### src/rtl/cam_pkg.sv
// constants and types for the cell and auxiliary measurement control block
// assumes a 10 MHz core clock and a simple word-wide register port
package cam_pkg;
  localparam int unsigned CLK_PERIOD_NS = 100;
  localparam int unsigned SETTLE_STEP_NS = 6000;
  localparam int unsigned SETTLE_STEP_CYC_RAW =
    (SETTLE_STEP_NS + CLK_PERIOD_NS - 1) / CLK_PERIOD_NS;
  localparam int unsigned SETTLE_STEP_CYC =
    (SETTLE_STEP_CYC_RAW < 1) ? 1 : SETTLE_STEP_CYC_RAW;
  localparam int ADDR_W = 8;
  localparam int DATA_W = 16;
  localparam int NUM_CELLS = 12;
  localparam int NUM_RESULTS = 15;
  localparam logic [3:0] CH_MODULE = 4'hc;
  localparam logic [3:0] CH_AUX1 = 4'hd;
  localparam logic [3:0] CH_AUX2 = 4'he;
  localparam logic [3:0] LAST_CELL = 4'hb;
  // register indices
  localparam logic [7:0] ADDR_MEAS_EN = 8'h00;
  localparam logic [7:0] ADDR_ACQ_CFG = 8'h01;
  localparam logic [7:0] ADDR_SCAN_CTRL = 8'h02;
  localparam logic [7:0] ADDR_RESULT_BASE = 8'h10;
  // measurement_enable fields
  localparam int MEN_AUX1_BIT = 12;
  localparam int MEN_AUX2_BIT = 13;
  localparam int MEN_MODULE_BIT = 14;
  localparam int MEN_DIVIDER_BIT = 15;
  // acquisition_config fields
  localparam int ACQ_SETTLE_LSB = 0;
  localparam int ACQ_BIAS_LSB = 8;
  localparam logic [1:0] BIAS_HOLD_ON = 2'h2;
  localparam logic [1:0] BIAS_HOLD_OFF = 2'h3;
  // scan control fields
  localparam int SC_START_BIT = 0;
  localparam int SC_DONE_BIT = 1;
  localparam int SC_POLARITY_BIT = 2;
  localparam int SC_BUSY_BIT = 3;
  localparam logic [15:0] MEAS_EN_RST = 16'h0000;
  localparam logic [15:0] ACQ_CFG_RST = 16'h0000;
  localparam logic [15:0] RESULT_RST = 16'h0000;
  typedef enum logic [2:0] {
    ST_IDLE, ST_SELECT, ST_SETTLE, ST_START, ST_WAIT, ST_FINISH
  } cam_state_t;
  typedef enum logic [2:0] {
    PH_MOD1, PH_UP, PH_DN, PH_MOD2, PH_AUX
  } cam_phase_t;
endpackage

### src/rtl/cam_measure_ctrl.sv
// acquisition sequencer, result packing and register file for the
// cell, module-voltage and auxiliary measurement channels
// assumes an external converter with a start pulse and a done strobe
//
// How it works
// - only cells whose mask bit is set are converted; cell n is input n minus n-1
// - first 12-bit conversion of each cell and the module is held in an accumulator for averaging
// - averaged result is the 13-bit pair sum in bits 15:3, low three bits zero
// - disabled channels read all zero after an acquisition
// - one 14-bit step is 5V divided by 16384
// - bipolar select shifts cell coding to -2.5V..2.5V, mid-scale 2000h
// - diagnostic force input overrides the bipolar select bit
// - module voltage converted when enabled, stored in its result register
// - divider stays off after reset; on only while top enable bit set
// - each auxiliary input converted only when its enable bit is set
// - auxiliary inputs converted once, stored unaveraged as 12 bits
// - auxiliary conversions use the thermistor-bias supply as reference
// - bias mode 00/01 follow acquisition, 10 holds on, 11 holds off
// - extra settling per auxiliary is 6us plus count times 6us
// - auxiliary inputs are converted last in the acquisition
// - settling runs right before each enabled auxiliary conversion
// - start strobe reads zero; completion flag set when acquisition ends
`timescale 1ns/1ns
module cam_measure_ctrl
  import cam_pkg::*;
(
  input wire logic clock,
  input wire logic srst,
  input wire logic reg_wr,
  input wire logic reg_rd,
  input wire logic [cam_pkg::ADDR_W-1:0] reg_addr,
  input wire logic [cam_pkg::DATA_W-1:0] reg_wdata,
  output logic [cam_pkg::DATA_W-1:0] reg_rdata,
  input wire logic diag_force_en,
  input wire logic diag_force_bipolar,
  input wire logic adc_done,
  input wire logic [11:0] adc_data,
  output logic adc_start,
  output logic [3:0] adc_chan,
  output logic adc_bipolar,
  output logic adc_ref_thermistor,
  output logic thermistor_bias_out,
  output logic divider_connect,
  output logic acq_busy
);
  import cam_pkg::*;

  function automatic logic chan_enabled(input logic [3:0] ch,
                                        input logic [15:0] en);
    if (ch <= LAST_CELL)
      return en[ch];
    else if (ch == CH_MODULE)
      return en[MEN_MODULE_BIT];
    else if (ch == CH_AUX1)
      return en[MEN_AUX1_BIT];
    else
      return en[MEN_AUX2_BIT];
  endfunction

  ////////////////////////////////////////////////////////////////////////
  logic [15:0] meas_en_q;
  logic [15:0] acq_cfg_q;
  logic polarity_q;
  logic done_q;
  logic [15:0] en_snap_q;
  logic pol_snap_q;
  logic [5:0] settle_snap_q;
  logic [15:0] result_q [NUM_RESULTS];
  logic [11:0] acc_q [13];
  cam_state_t st_q;
  cam_phase_t ph_q;
  cam_phase_t ph_d;
  logic [3:0] idx_q;
  logic [3:0] idx_d;
  logic last_d;
  logic [3:0] chan_d;
  logic [11:0] settle_cnt_q;
  logic adc_start_q;
  logic [3:0] adc_chan_q;
  logic adc_bipolar_q;
  logic adc_ref_q;
  logic bias_q;
  logic divider_q;
  logic [15:0] rdata_q;
  logic busy_q;
  logic start_req;
  logic [12:0] pair_sum;
  logic [11:0] settle_load;

  assign start_req = reg_wr && reg_addr == ADDR_SCAN_CTRL &&
                     reg_wdata[SC_START_BIT] && st_q == ST_IDLE;
  assign pair_sum = {1'b0, acc_q[adc_chan_q]} + {1'b0, adc_data};
  assign settle_load = 12'((settle_snap_q + 7'd1) * SETTLE_STEP_CYC) -
                       12'd1;

  ////////////////////////////////////////////////////////////////////////
  // configuration registers
  always_ff @(posedge clock) begin
    if (srst) begin
      meas_en_q <= MEAS_EN_RST;
      acq_cfg_q <= ACQ_CFG_RST;
      polarity_q <= 1'b0;
    end else if (reg_wr) begin
      if (reg_addr == ADDR_MEAS_EN)
        meas_en_q <= reg_wdata;
      if (reg_addr == ADDR_ACQ_CFG)
        acq_cfg_q <= reg_wdata;
      if (reg_addr == ADDR_SCAN_CTRL)
        polarity_q <= reg_wdata[SC_POLARITY_BIT];
    end
  end

  // snapshot so a rewrite mid-acquisition cannot mix two setups
  always_ff @(posedge clock) begin
    if (srst) begin
      en_snap_q <= 16'h0000;
      pol_snap_q <= 1'b0;
      settle_snap_q <= 6'h00;
    end else if (start_req) begin
      en_snap_q <= meas_en_q;
      pol_snap_q <= polarity_q;
      settle_snap_q <= acq_cfg_q[ACQ_SETTLE_LSB +: 6];
    end
  end

  ////////////////////////////////////////////////////////////////////////
  // next scan position; cells go up then down, auxiliaries come last
  always_comb begin
    ph_d = ph_q;
    idx_d = idx_q;
    last_d = 1'b0;
    chan_d = idx_q;
    unique case (ph_q)
      PH_MOD1: begin
        chan_d = CH_MODULE;
        ph_d = PH_UP;
        idx_d = 4'h0;
      end
      PH_UP: begin
        if (idx_q == LAST_CELL)
          ph_d = PH_DN;
        else
          idx_d = idx_q + 4'h1;
      end
      PH_DN: begin
        if (idx_q == 4'h0)
          ph_d = PH_MOD2;
        else
          idx_d = idx_q - 4'h1;
      end
      PH_MOD2: begin
        chan_d = CH_MODULE;
        ph_d = PH_AUX;
        idx_d = 4'h0;
      end
      PH_AUX: begin
        chan_d = (idx_q == 4'h0) ? CH_AUX1 : CH_AUX2;
        idx_d = 4'h1;
        last_d = idx_q != 4'h0;
      end
      default: begin
        ph_d = PH_MOD1;
      end
    endcase
  end

  ////////////////////////////////////////////////////////////////////////
  // sequencer
  always_ff @(posedge clock) begin
    if (srst) begin
      st_q <= ST_IDLE;
      ph_q <= PH_MOD1;
      idx_q <= 4'h0;
      settle_cnt_q <= 12'h000;
      adc_start_q <= 1'b0;
      adc_chan_q <= 4'h0;
      adc_bipolar_q <= 1'b0;
      adc_ref_q <= 1'b0;
    end else begin
      adc_start_q <= 1'b0;
      unique case (st_q)
        ST_IDLE: begin
          if (start_req) begin
            st_q <= ST_SELECT;
            ph_q <= PH_MOD1;
            idx_q <= 4'h0;
          end
        end
        ST_SELECT: begin
          adc_chan_q <= chan_d;
          if (chan_enabled(chan_d, en_snap_q)) begin
            settle_cnt_q <= settle_load;
            st_q <= (ph_q == PH_AUX) ? ST_SETTLE : ST_START;
          end else if (last_d) begin
            st_q <= ST_FINISH;
          end else begin
            ph_q <= ph_d;
            idx_q <= idx_d;
          end
        end
        ST_SETTLE: begin
          if (settle_cnt_q == 12'h000)
            st_q <= ST_START;
          else
            settle_cnt_q <= settle_cnt_q - 12'h001;
        end
        ST_START: begin
          adc_start_q <= 1'b1;
          adc_ref_q <= adc_chan_q >= CH_AUX1;
          if (adc_chan_q <= LAST_CELL)
            adc_bipolar_q <= diag_force_en ? diag_force_bipolar
                                           : pol_snap_q;
          else
            adc_bipolar_q <= 1'b0;
          st_q <= ST_WAIT;
        end
        ST_WAIT: begin
          if (adc_done) begin
            if (last_d) begin
              st_q <= ST_FINISH;
            end else begin
              st_q <= ST_SELECT;
              ph_q <= ph_d;
              idx_q <= idx_d;
            end
          end
        end
        ST_FINISH: begin
          st_q <= ST_IDLE;
        end
        default: begin
          st_q <= ST_IDLE;
        end
      endcase
    end
  end

  ////////////////////////////////////////////////////////////////////////
  // accumulators and result packing
  always_ff @(posedge clock) begin
    if (srst) begin
      for (int i = 0; i < 13; i++)
        acc_q[i] <= 12'h000;
    end else if (st_q == ST_WAIT && adc_done && adc_chan_q <= CH_MODULE &&
                 (ph_q == PH_MOD1 || ph_q == PH_UP)) begin
      acc_q[adc_chan_q] <= adc_data;
    end
  end

  // two conversions summed give the 12-bit mean times two, so the
  // 13-bit sum lands in bits 15:3 and bit 2 is always zero
  always_ff @(posedge clock) begin
    if (srst || start_req) begin
      for (int i = 0; i < NUM_RESULTS; i++)
        result_q[i] <= RESULT_RST;
    end else if (st_q == ST_WAIT && adc_done) begin
      if (adc_chan_q >= CH_AUX1)
        result_q[adc_chan_q] <= {4'h0, adc_data};
      else if (ph_q == PH_DN || ph_q == PH_MOD2)
        result_q[adc_chan_q] <= {pair_sum, 3'h0};
    end
  end

  ////////////////////////////////////////////////////////////////////////
  // completion flag: a finishing acquisition beats a clearing write
  always_ff @(posedge clock) begin
    if (srst)
      done_q <= 1'b0;
    else if (st_q == ST_FINISH)
      done_q <= 1'b1;
    else if (start_req || (reg_wr && reg_addr == ADDR_SCAN_CTRL &&
                           reg_wdata[SC_DONE_BIT]))
      done_q <= 1'b0;
  end

  // busy as a flop of its own so the pin never glitches on state decode
  always_ff @(posedge clock) begin
    if (srst)
      busy_q <= 1'b0;
    else if (start_req)
      busy_q <= 1'b1;
    else if (st_q == ST_FINISH)
      busy_q <= 1'b0;
  end

  // analog-side controls
  always_ff @(posedge clock) begin
    if (srst) begin
      bias_q <= 1'b0;
      divider_q <= 1'b0;
    end else begin
      divider_q <= meas_en_q[MEN_DIVIDER_BIT];
      unique case (acq_cfg_q[ACQ_BIAS_LSB +: 2])
        BIAS_HOLD_ON: bias_q <= 1'b1;
        BIAS_HOLD_OFF: bias_q <= 1'b0;
        default: bias_q <= start_req ||
                           (st_q != ST_IDLE && st_q != ST_FINISH);
      endcase
    end
  end

  // register read port, one cycle of latency
  always_ff @(posedge clock) begin
    if (srst) begin
      rdata_q <= 16'h0000;
    end else if (reg_rd) begin
      if (reg_addr == ADDR_MEAS_EN)
        rdata_q <= meas_en_q;
      else if (reg_addr == ADDR_ACQ_CFG)
        rdata_q <= acq_cfg_q;
      else if (reg_addr == ADDR_SCAN_CTRL)
        rdata_q <= 16'({st_q != ST_IDLE, polarity_q, done_q, 1'b0});
      else if (reg_addr >= ADDR_RESULT_BASE &&
               reg_addr < ADDR_RESULT_BASE + 8'(NUM_RESULTS))
        rdata_q <= result_q[4'(reg_addr - ADDR_RESULT_BASE)];
      else
        rdata_q <= 16'h0000;
    end
  end

  assign reg_rdata = rdata_q;
  assign adc_start = adc_start_q;
  assign adc_chan = adc_chan_q;
  assign adc_bipolar = adc_bipolar_q;
  assign adc_ref_thermistor = adc_ref_q;
  assign thermistor_bias_out = bias_q;
  assign divider_connect = divider_q;
  assign acq_busy = busy_q;

  ////////////////////////////////////////////////////////////////////////
  // checks
  logic aux_seen_q;
  always_ff @(posedge clock) begin
    if (srst || start_req)
      aux_seen_q <= 1'b0;
    else if (adc_start_q && adc_chan_q >= CH_AUX1)
      aux_seen_q <= 1'b1;
  end

  property p_cell_enabled;
    @(posedge clock) disable iff (srst)
      adc_start_q && adc_chan_q <= LAST_CELL |-> en_snap_q[adc_chan_q];
  endproperty
  a_cell_enabled: assert property (p_cell_enabled)
    else $error("disabled cell converted");

  property p_low_bits;
    @(posedge clock) disable iff (srst)
      st_q == ST_FINISH |=> result_q[0][1:0] == 2'h0;
  endproperty
  a_low_bits: assert property (p_low_bits)
    else $error("cell result low bits not zero");

  property p_disabled_zero;
    @(posedge clock) disable iff (srst)
      st_q == ST_FINISH && !en_snap_q[0] |=> result_q[0] == 16'h0000;
  endproperty
  a_disabled_zero: assert property (p_disabled_zero)
    else $error("disabled channel result not zero");

  property p_polarity;
    @(posedge clock) disable iff (srst)
      adc_start_q && adc_chan_q <= LAST_CELL && !$past(diag_force_en)
      |-> adc_bipolar_q == pol_snap_q;
  endproperty
  a_polarity: assert property (p_polarity)
    else $error("cell polarity differs from setting");

  property p_divider;
    @(posedge clock) disable iff (srst)
      ##1 divider_q == $past(meas_en_q[MEN_DIVIDER_BIT]);
  endproperty
  a_divider: assert property (p_divider)
    else $error("divider connect does not follow its bit");

  property p_aux_enabled;
    @(posedge clock) disable iff (srst)
      adc_start_q && adc_chan_q == CH_AUX2 |-> en_snap_q[MEN_AUX2_BIT];
  endproperty
  a_aux_enabled: assert property (p_aux_enabled)
    else $error("disabled auxiliary converted");

  property p_aux_ref;
    @(posedge clock) disable iff (srst)
      adc_start_q |-> adc_ref_q == (adc_chan_q >= CH_AUX1);
  endproperty
  a_aux_ref: assert property (p_aux_ref)
    else $error("wrong converter reference");

  property p_bias_manual;
    @(posedge clock) disable iff (srst)
      (acq_cfg_q[ACQ_BIAS_LSB +: 2] == BIAS_HOLD_OFF) [*2] |-> !bias_q;
  endproperty
  a_bias_manual: assert property (p_bias_manual)
    else $error("bias on while held off");

  property p_settle;
    @(posedge clock) disable iff (srst)
      st_q == ST_SELECT ##1 st_q == ST_SETTLE && settle_snap_q == 6'h00
      |-> ##60 st_q == ST_START;
  endproperty
  a_settle: assert property (p_settle)
    else $error("auxiliary settling length wrong");

  property p_aux_last;
    @(posedge clock) disable iff (srst)
      adc_start_q && adc_chan_q <= CH_MODULE |-> !aux_seen_q;
  endproperty
  a_aux_last: assert property (p_aux_last)
    else $error("cell or module converted after auxiliary");

  property p_done;
    @(posedge clock) disable iff (srst)
      st_q == ST_FINISH |=> done_q && !acq_busy;
  endproperty
  a_done: assert property (p_done)
    else $error("completion flag not set");

  property p_aux_align;
    @(posedge clock) disable iff (srst)
      result_q[CH_AUX1][15:12] == 4'h0;
  endproperty
  a_aux_align: assert property (p_aux_align)
    else $error("auxiliary result upper bits set");
endmodule

### config.mk
export PLATFORM = sky130hd
export DESIGN_NAME = cam_measure_ctrl
export DESIGN_NICKNAME = d
export VERILOG_FILES = /design/src/rtl/cam_pkg.sv /design/src/rtl/cam_measure_ctrl.sv
export SDC_FILE = /design/constraint.sdc
export NUM_CORES = 1
export LEC_CHECK = 0
export BUFFER_PORTS_ARGS = -buffer_cell sky130_fd_sc_hd__clkbuf_2
export CAP_MARGIN = 20
export CORE_AREA = 2 2 257 259
export CTS_CLUSTER_DIAMETER = 100
export DETAILED_ROUTE_END_ITERATION = 8
export DIE_AREA = 0 0 259 261
export HOLD_SLACK_MARGIN = 0.08
export SYNTH_ARGS = -nofsm -noshare
export SYNTH_HDL_FRONTEND = slang
export SYNTH_SLANG_ARGS = --single-unit
### constraint.sdc
create_clock -name clock -period 8.3 [get_ports clock]
set_input_delay 1.66 -clock clock [delete_from_list [all_inputs] [get_ports clock]]
set_output_delay 1.66 -clock clock [all_outputs]
set_load 0.01 [all_outputs]
# Yosys cells after proc, flatten, opt, wreduce, memory -nomap -nowiden
# Memories as Yosys holds them, arrays and structs flattened. A register that Yosys moved wholly into a read port is not among the register bits.
# Cells that the tools add are included.
# word_totals
output_inout_bits	26
latch_bits	0
mem_bits_ro	0
ramBits	396
wordCells	169
reg_bits	105
memories	2
inputBits	43
# classes
addsub	7
div	0
mul	1
mux	74
order_cmp	7
n_reduce_logical	34
bitwise_logic	1
shifts	0
n_eq_ne	24
# mem_list
name	words	word_bits	read_ports	rd_ports_with_merged_regs	wr	line_no	text
result_q	15	16	1	0	15	cam_measure_ctrl.sv:68	logic [15:0] result_q [NUM_RESULTS];
acc_q	13	12	1	1	13	cam_measure_ctrl.sv:69	logic [11:0] acc_q [13];
# ops
cell	n
$mux W16	6
$mux W4	10
$mux W12	3
$mux W3	12
$mux W1	33
$pmux W3 S5	2
$pmux W12 S2	1
$sub A12 B1 Y12 const B	2
$pmux W4 S4	1
$reduce_or A16 Y1	1
$add A12 B12 Y13	1
$eq A3 B2 Y1 const B	4
$eq A4 B4 Y1 const B	3
$le A4 B4 Y1 const B	3
$logic_not A12 Y1	1
$ne A2 B2 Y1 const B	6
$pmux W4 S3	1
$reduce_or A12 Y1	1
$mul A7 B4 Y10 const B	1
$eq A3 B3 Y1 const B	3
$logic_and A1 B1 Y1	9
$pmux W3 S3	1
$eq A8 B1 Y1 const B	1
$eq A8 B2 Y1 const B	1
26 further kinds	41

# Depth between registers and ports, before layout
# Gate-level depths: netlist of run 1.
# depth
word_depth	11
mapped_depth	17
depth_no_buf	17

# Worst setup path before layout of run 1
# No wires, ideal clock.
# synth_path
path_kind	register to register
start	register (tool-made name)
end	memory result_q[10][13] (data pin)
path_slack_ns	3.810
arrival_ns	4.224
synth_period_minus_slack_ns	4.490
setup_time_ns	0.266
stages_incl_launch_ff	16
path_buffers	4
t_required_ns	8.034
cell_sequence	dfxtp_1 buf_1 buf_1 mux4_2 mux4_2 ha_1 nor2b_1 o21ai_1 a21oi_1 o21ai_1 a211oi_1 o21a_1 or2_2 clkbuf_1 clkbuf_1 nor2_1
# synth_rtl
element	line_no
end, declared	cam_measure_ctrl.sv:68

# Worst setup path after layout of run 1
# layout_path
start	register settle_snap_q[0]
end	register settle_cnt_q[11]
# layout_between
elab_chain_cells	5
# layout_lines
element	line_no	text
start, declared	cam_measure_ctrl.sv:67	logic [5:0] settle_snap_q;
start signal, assigned	cam_measure_ctrl.sv:122	settle_snap_q <= acq_cfg_q[ACQ_SETTLE_LSB +: 6];
$add A6 B1 Y7	cam_measure_ctrl.sv:93	assign settle_load = 12'((settle_snap_q + 7'd1) * SETTLE_STEP_CYC) -
$mul A7 B4 Y10	cam_measure_ctrl.sv:93	
$sub A12 B1 Y12	cam_measure_ctrl.sv:93	
$mux W12	cam_measure_ctrl.sv:191	if (chan_enabled(chan_d, en_snap_q)) begin
$pmux W12 S2	cam_measure_ctrl.sv:181	unique case (st_q)
end signal, assigned	cam_measure_ctrl.sv:192	settle_cnt_q <= settle_load;
end signal, assigned	cam_measure_ctrl.sv:205	settle_cnt_q <= settle_cnt_q - 12'h001;
end, declared	cam_measure_ctrl.sv:77	logic [11:0] settle_cnt_q;
# Every way passes these cells. The select of a mux whose other input is x is not followed.
# A chain may end at the register's enable or synchronous reset.

==> results of run 1 <==
==> power by group through the flow <==
stage,registers (mW),clock network [mW],logic [mW]
final,3.18,2.85,0.658
after floorplan,3.19,0,0.452
after global placement,3.24,0,0.651
after detailed placement,3.24,0,0.657
after CTS,3.18,2.89,0.659
after global routing,3.19,3.00,0.707
==> cell type report <==
type / count / area, um^2 / area share
tap: 864 / 1080 / 0.0371
inverter: 48 / 180 / 0.00619
timing repair buffer: 94 / 541 / 0.0186
clock inverter: 42 / 609 / 0.0209
sequential: 556 / 15600 / 0.536
multi-input combinational: 1314 / 9590 / 0.329
antenna: 2 / 5.00 / 0.000172
clock buffer: 65 / 1490 / 0.0511
==> cell usage in the layout (no fill, tap or decap), drive strengths merged, types with 29 or more instances in the layout <==
| cell | netlist | layout |
|---|---|---|
| conb | 1 | 83 |
| ha | 30 | 30 |
| nand2 | 181 | 181 |
| mux4 | 140 | 140 |
| dfxtp | 108 | 108 |
| edfxtp | 448 | 448 |
| o21ai | 37 | 37 |
| buf | 23 | 29 |
| nor2 | 285 | 285 |
| nor3 | 45 | 45 |
| inv | 48 | 52 |
| clkbuf | 117 | 130 |
| a21oi | 115 | 115 |
| and2 | 150 | 150 |
==> final timing paths <==
path | depth (start not counted) | slack (ps) | start | end
max | 15 | 3570 | settle_snap_q[0]$_SDFFE_PP0P_ | settle_cnt_q[11]$_SDFFE_PP0P_
min | 2 | 460 | acq_cfg_q[15]$_SDFFE_PP0P_ | acq_cfg_q[15]$_SDFFE_PP0P_
max reg2reg | 15 | 3570 | settle_snap_q[0]$_SDFFE_PP0P_ | settle_cnt_q[11]$_SDFFE_PP0P_
min reg2reg | 2 | 460 | acq_cfg_q[15]$_SDFFE_PP0P_ | acq_cfg_q[15]$_SDFFE_PP0P_
==> tightest hold or removal path, cell delays in order, from the launching register on <==
cell                      delay (ps)
sky130_fd_sc_hd__dfxtp_1         310
sky130_fd_sc_hd__nand2_1          50
sky130_fd_sc_hd__a21oi_1          50
==> through the flow <==
step                      setup slack (ps)  hold slack, ps  cells  utilization  area, um^2
after floorplan                       3810             433   2058            -       25900
after global placement                2960             443   2874        0.415       27000
after detailed placement              3140             452   2875        0.415       27000
after CTS                             3530             460   2982        0.447       29100
after global routing                  3130             478   2983        0.448       29100
final                                 3570             461   2985        0.448       29100
==> registers in the layout (all words and copies together), names as in the netlist, 3 cells and up, named ones only <==
name,cells
result_q,256
settle_cnt_q,12
ph_q,3
meas_en_q,16
adc_chan,4
st_q,3
acc_q,192
idx_q,4
reg_rdata,16
settle_snap_q,6
acq_cfg_q,16
en_snap_q,15
==> kinds of logic (layout without fill, tap and decap cells) <==
family                     after synthesis  count (layout)
and+or+nand+nor                        766             766
DFF                                    556             556
AOI/OAI and AO/OA                      232             232
buffers and inverters                  188             249
muxes                                  165             165
adders and majority gates               38              38
xor gates and xnor gates                30              30
other                                    1              85
==> Yosys cell counts, types with 8 or more instances <==
cell type                  number
sky130_fd_sc_hd__nand2b_1      17
sky130_fd_sc_hd__or2_2         18
sky130_fd_sc_hd__inv_1         48
sky130_fd_sc_hd__o21ai_0       32
sky130_fd_sc_hd__nor3_1        45
sky130_fd_sc_hd__buf_2          8
sky130_fd_sc_hd__xnor2_1       21
sky130_fd_sc_hd__ha_1          30
sky130_fd_sc_hd__nor2_1       284
sky130_fd_sc_hd__a21oi_1      115
sky130_fd_sc_hd__mux2i_1       25
sky130_fd_sc_hd__edfxtp_1     448
sky130_fd_sc_hd__a211oi_1      24
sky130_fd_sc_hd__mux4_2       140
sky130_fd_sc_hd__nor2b_1       10
sky130_fd_sc_hd__nand2_1      181
sky130_fd_sc_hd__xor2_1         9
sky130_fd_sc_hd__buf_1         11
sky130_fd_sc_hd__dfxtp_1      108
sky130_fd_sc_hd__nand3_1       15
sky130_fd_sc_hd__fa_1           8
sky130_fd_sc_hd__or3_1         11
sky130_fd_sc_hd__and2_1       149
sky130_fd_sc_hd__clkbuf_1     116
==> metal layers <==
layer / routed length [um] / GRT usage / up-vias / share of wire
li1: - / - / 7320 / -
met1: 27400 / 0.262 / 8047 / 0.42
met2: 31100 / 0.317 / 574 / 0.48
met3: 4530 / 0.0355 / 105 / 0.070
met4: 1660 / 0.0592 / 8 / 0.026
met5: 51 / 0 / - / 0.00079
==> metrics, run 1 <==
ratio of cells with drive above 1 in the final layout 0.173; sw frac 0.238; simple logic cell fraction of the synthesized area 0.142; relative area change from synthesis to final layout 13.6%; total detailed-routing wirelength 64.7 mm; combinational share of power 0.098; worst path bufs/invs 1; gpl congestion 0.839; EDFF count, synth roughly 450; die outline width ~260 um; status finished clean; summed negative setup slack over all endpoints 0 ps; final global-route overflow total 0; longest individual stage delay on the worst path a little under 600 ps; cell with the largest stage delay on the worst path sky130_fd_sc_hd__xor2_1; Post-Synthesis Cell Area roughly 26,000 um^2; mux contribution to synthesized area 0.133; ratio of routed vias to standard cells ~5.4; number of max-cap violations 0; Hold-fix buffers, CTS 0; first-pass GRT wire length ~98 mm; maximum buffer depth of the clock tree 3; number of nets still failing antenna checks after routing 0; worst supply voltage drop on vdd 0.201 mV; DRC violation count after routing 0; number of global-route vias before repair 16,000; wire per inst 21.7 um; cell count after synthesis between 1,500 and 2,000; total clock buffers created by CTS 57; count of vias placed by the detailed router ~16,000; category of the worst setup path capture point flip-flop; total core area about 65,000 um^2; proportion of register bits with asynchronous set or reset after synthesis 0; power per standard cell area ~230 nW/um^2; number of warnings reported in the yosys synthesis log 0; critical path start-end classification reg -> reg; initial core utilization 0.394; pin count of the biggest net entering global routing 80; post-synth top area share 0.525; part of the Yosys area used for sequential elements 0.609; total power ~6.7 mW; number of standard-cell rows in the floorplan 94; clock network fraction of total power 0.426; unrepaired setup endpoints after global routing false; Least-Margin Pin Slew about 1100 ps; area share of fa/ha/maj cells after synthesis 0.0209; setup fix buffers added after clock tree synthesis 0; complex-gate fraction of the synthesized area 0.0559; HPWL after DPL between 40 and 50 mm; total number of H-tree levels 2; arrival time at the worst endpoint about 5200 ps; clock tree from TritonCTS done; xor and xnor fraction of the mapped netlist area 0.0102; Fill cells 5,830; share of power burned in registers 0.475; largest area contributor in the synthesized netlist sky130_fd_sc_hd__edfxtp_1; kind of cell with the highest combined delay on the critical path adder cells; shortest period the worst path allows ~4700 ps; count of buffers inserted at the top-level ports 68; Clock transition at path regs 60 ps; Clock Skews roughly 32 ps; Mapped Avg Cell Area 13.0 um^2; count of endpoints failing setup in the final report 0; buffer type at the clock tree root sky130_fd_sc_hd__clkbuf_16; final number of max-transition violations 0; number of hold-slack violations in the final timing report 0; Worst Path Max Fanout 7; Seq cells post-synth roughly 560; reported leakage power roughly 11 nW; Crit path required time 8770 ps; Psw roughly 1.6 mW; number of optimization iterations in the first detailed-route pass 5; internal power of the cells 5.09 mW; critical path, cell by cell ha_1 > nand2_1 > xor2_1 > inv_1 > ha_1 > fa_1 > ha_1 > o21ai_0 > o21ai_0 > or3b_2 > nor4_1 > xnor2_1 > xnor2_1 > a211oi_1 > nor3_1; post-cts sizing count 0; global router's overall resource usage 0.193; number of clock sinks 556; final-stage net count between 2,000 and 2,500; height of the die around 260 um; Max Freq 211 MHz; top post-synthesis cells by area sky130_fd_sc_hd__edfxtp_1, sky130_fd_sc_hd__mux4_2, sky130_fd_sc_hd__dfxtp_1, sky130_fd_sc_hd__nor2_1, sky130_fd_sc_hd__and2_1; max_slew headroom 0.241; largest family of logic cells by synthesized area simple AND/OR/NAND/NOR gates; clock latency on the worst-skew pair about 630 ps; Starting DRT DRC Count roughly 1,500; area enclosed by the die boundary between 60,000 and 70,000 um^2; worst hold-check path type reg -> reg; number of antenna violations at the first check in global routing 6; most common flop cell mapped by yosys sky130_fd_sc_hd__edfxtp_1; number of ports placed on the die boundary 69; critical path launch point type flip-flop; most used cell, CP sky130_fd_sc_hd__ha_1; count of cell types in the netlist 79; final worst path period share 0.570
(Power assumes the default switching activity.)
==> inputs of run 2 (changes only) <==
Settings changed: ABC_AREA set to 1, CORE_AREA 2 2 257 259 to 2 2 255 257, DIE_AREA 0 0 259 261 to 0 0 257 259.
Clock period 8.3 ns to 4.55 ns, I/O delays scaled along.
==> run 2 against run 1 <==
Effect of this change:
- critical path type unchanged
- maximum frequency increased by 15%
- worst hold slack got worse by 2.8 ps
- clock power increased by 72%
- global-route usage increased by 1.7 points
- highest routed layer unchanged
- sequential cell count unchanged
- clock-buffer cell count increased by 2
- non-clock buffer count increased by 31
- largest power group unchanged
- area after synthesis decreased by 1.0%
==> metrics, run 2 <==
final number of max-transition violations 0; arrival time at the worst endpoint 4570 ps; final-stage net count between 2,000 and 3,000; relative area change from synthesis to final layout 13.9%; buffer type at the clock tree root sky130_fd_sc_hd__clkbuf_16; status finished clean; critical path start-end classification reg -> reg; Max Freq roughly 240 MHz; most common cell in the netlist sky130_fd_sc_hd__nor2_1; clock network fraction of total power 0.401; power per standard cell area approximately 420 nW/um^2; worst supply voltage drop on vdd about 0.30 mV; proportion of register bits with asynchronous set or reset after synthesis 0; largest registers result_q: 256 flops, acc_q: 192 flops; first-pass GRT wire length 108 mm; EDFF count, synth 448; mux contribution to synthesized area 0.0189; total number of H-tree levels 2; total detailed-routing wirelength just over 70 mm; summed negative setup slack over all endpoints 0 ps; area of all sequential standard cells 15,600 um^2; xor and xnor fraction of the mapped netlist area 0.00897; Hold-fix buffers, CTS 0; count of vias placed by the detailed router about 19,000; internal power of the cells around 9 mW; total clock buffers created by CTS 58; max_slew headroom 0.391; top post-synthesis cells by area sky130_fd_sc_hd__edfxtp_1, sky130_fd_sc_hd__dfxtp_1, sky130_fd_sc_hd__nor2_1, sky130_fd_sc_hd__o21ai_0, sky130_fd_sc_hd__nand2_1; Top reg by flops result_q; wire per inst 20.3 um; clock latency on the worst-skew pair about 630 ps; HPWL after DPL 48.4 mm; part of the Yosys area used for sequential elements 0.615; multi-input combinational cell area 8570 um^2; critical path, cell by cell buf_4 > mux2i_1 > o211ai_1 > nand3_1 > nand2_1 > ha_1 > nand2_1 > o21ai_0 > a21oi_1 > or2_2 > nand3b_1 > nand3_1 > nor2_1; final worst path period share 0.906; Worst Path Max Fanout 47; Least-Margin Pin Slew roughly 900 ps; area share of fa/ha/maj cells after synthesis 0.0211; cell count after synthesis about 2,500; Post-Synthesis Cell Area between 20,000 and 30,000 um^2; most used cells in the layout excluding fill and tap cells sky130_fd_sc_hd__nor2_1, sky130_fd_sc_hd__edfxtp_1, sky130_fd_sc_hd__nand2_1, sky130_fd_sc_hd__inv_1, sky130_fd_sc_hd__o21ai_0; sw frac 0.266; number of ports placed on the die boundary a little under 70; die outline width around 260 um; number of standard-cell rows in the floorplan 93; most common cell after layout, fill and taps aside sky130_fd_sc_hd__nor2_1; number of flip-flops in the largest register 256; number of antenna violations at the first check in global routing 3; post-synth top area share 0.530; commonest cells in the synthesized netlist sky130_fd_sc_hd__nor2_1, sky130_fd_sc_hd__edfxtp_1, sky130_fd_sc_hd__nand2_1; Clock Skews approximately 35 ps; final global-route overflow total 0; worst slack, placed between 400 and 500 ps; Starting DRT DRC Count roughly 2,000; gpl congestion 0.934; count of buffers inserted at the top-level ports a little under 70; Fill cells around 6,000; Mapped Avg Cell Area ~10 um^2; critical path launch point type flip-flop; count of endpoints failing setup in the final report 0; ratio of routed vias to standard cells 5.39; global router's overall resource usage 0.210; number of warnings reported in the yosys synthesis log 0; area enclosed by the die boundary ~67,000 um^2; category of the worst setup path capture point flip-flop; count of cell types in the netlist 56; ratio of cells with drive above 1 in the final layout 0.113; combinational share of power 0.125; Clock transition at path regs approximately 70 ps; height of the die approximately 260 um; longest individual stage delay on the worst path just over 800 ps; largest family of logic cells by synthesized area simple AND/OR/NAND/NOR gates; cell with the largest stage delay on the worst path sky130_fd_sc_hd__dfxtp_4; number of nets still failing antenna checks after routing 0; simple logic cell fraction of the synthesized area 0.145; unrepaired setup endpoints after global routing false; number of max-cap violations 0; shortest period the worst path allows roughly 4100 ps; share of power burned in registers 0.475; setup fix buffers added after clock tree synthesis 0; total core area between 60,000 and 70,000 um^2; pin count of the biggest net entering global routing between 60 and 70; Seq cells post-synth between 500 and 600; post-layout worst setup margin about 430 ps; complex-gate fraction of the synthesized area 0.130; Crit path required time around 5000 ps; reported leakage power approximately 11 nW; clock tree from TritonCTS done; worst hold-check path type reg -> reg; most common flop cell mapped by yosys sky130_fd_sc_hd__edfxtp_1; number of hold-slack violations in the final timing report 0; number of clock sinks approximately 560; initial core utilization 0.397; number of global-route vias before repair around 18,000; largest area contributor in the synthesized netlist sky130_fd_sc_hd__edfxtp_1; maximum buffer depth of the clock tree 3; post-cts sizing count 0; number of optimization iterations in the first detailed-route pass 7; DRC violation count after routing 0; Psw 3.24 mW
## run 2: cell count changes after synthesis, sizes merged, moves of 63 or more
cell	delta
nand3	+63
o21ai	+173
nor2	+200
mux4	-140
nand2	+91
o22ai	+128
inv	+170
and2	-148
## run 2: through the flow
stage	std cells	hold slack (ps)	cell area (um^2)	power, mW	util
finish	3520	458	28900	12.2	0.452
CTS	3519	460	28900	12.2	0.452
global route	3519	474	28900	12.6	0.452
global placement	3410	442	26900	7.37	0.422
detailed placement	3410	451	26900	7.39	0.422
floorplan	2577	429	25700	6.88	-
## run 2: power by group through the flow
stage	sequential [mW]	clock (mW)	combinational (mW)
after detailed placement	5.90	0	1.49
after global routing	5.81	5.11	1.67
after floorplan	5.84	0	1.04
final	5.79	4.89	1.52
after CTS	5.79	4.94	1.50
after global placement	5.89	0	1.48
## run 2: final timing paths
| kind | slack (ps) | start | cells past startpoint | endpoint |
|---|---|---|---|---|
| worst min register to register | 460 | en_snap_q[6]$_SDFFE_PP0P_ | 2 | en_snap_q[6]$_SDFFE_PP0P_ |
| worst max-delay path | 430 | flip-flop | 13 | result_q[12][12]$_SDFFCE_PN0P_ |
| worst max register to register | 430 | flip-flop | 13 | result_q[12][12]$_SDFFCE_PN0P_ |
| worst min-delay path | 460 | en_snap_q[6]$_SDFFE_PP0P_ | 2 | en_snap_q[6]$_SDFFE_PP0P_ |
## run 2: cell families after synthesis
| logic type | count (synthesis) |
|---|---|
| XOR/XNOR | 26 |
| flip-flops | 556 |
| AO/OA/AOI/OAI | 572 |
| buffers and inverters | 369 |
| adder cells (fa/ha/maj) | 38 |
| multiplexers | 48 |
| AND/OR/NAND/NOR | 885 |
| other | 1 |
## run 2: routing by layer
metal	GRT usage	vias to the layer above	share of wire
met3	0.0325	148	0.064
met5	0	-	0.00032
met2	0.354	660	0.48
met4	0.0706	4	0.034
li1	-	8859	-
met1	0.277	9291	0.42
## run 2: final cells by class
class | count | share of cell area
clock buffer | 67 | 0.0525
clock inverter | 42 | 0.0152
multi-input combinational | 1652 | 0.297
antenna | 1 | 0.0000866
tap | 855 | 0.0370
sequential | 556 | 0.540
inverter | 222 | 0.0289
timing repair buffer | 125 | 0.0292
## run 2: worst max-delay path, delay by kind of cell, from the launching register on
| kind | cells | cell delay (ps) |
|---|---|---|
| AO/OA/AOI/OAI | 3 | 540 |
| adder cells (fa/ha/maj) | 1 | 360 |
| buffers and inverters | 1 | 360 |
| flip-flops | 1 | 810 |
| multiplexers | 1 | 230 |
| AND/OR/NAND/NOR | 7 | 1640 |
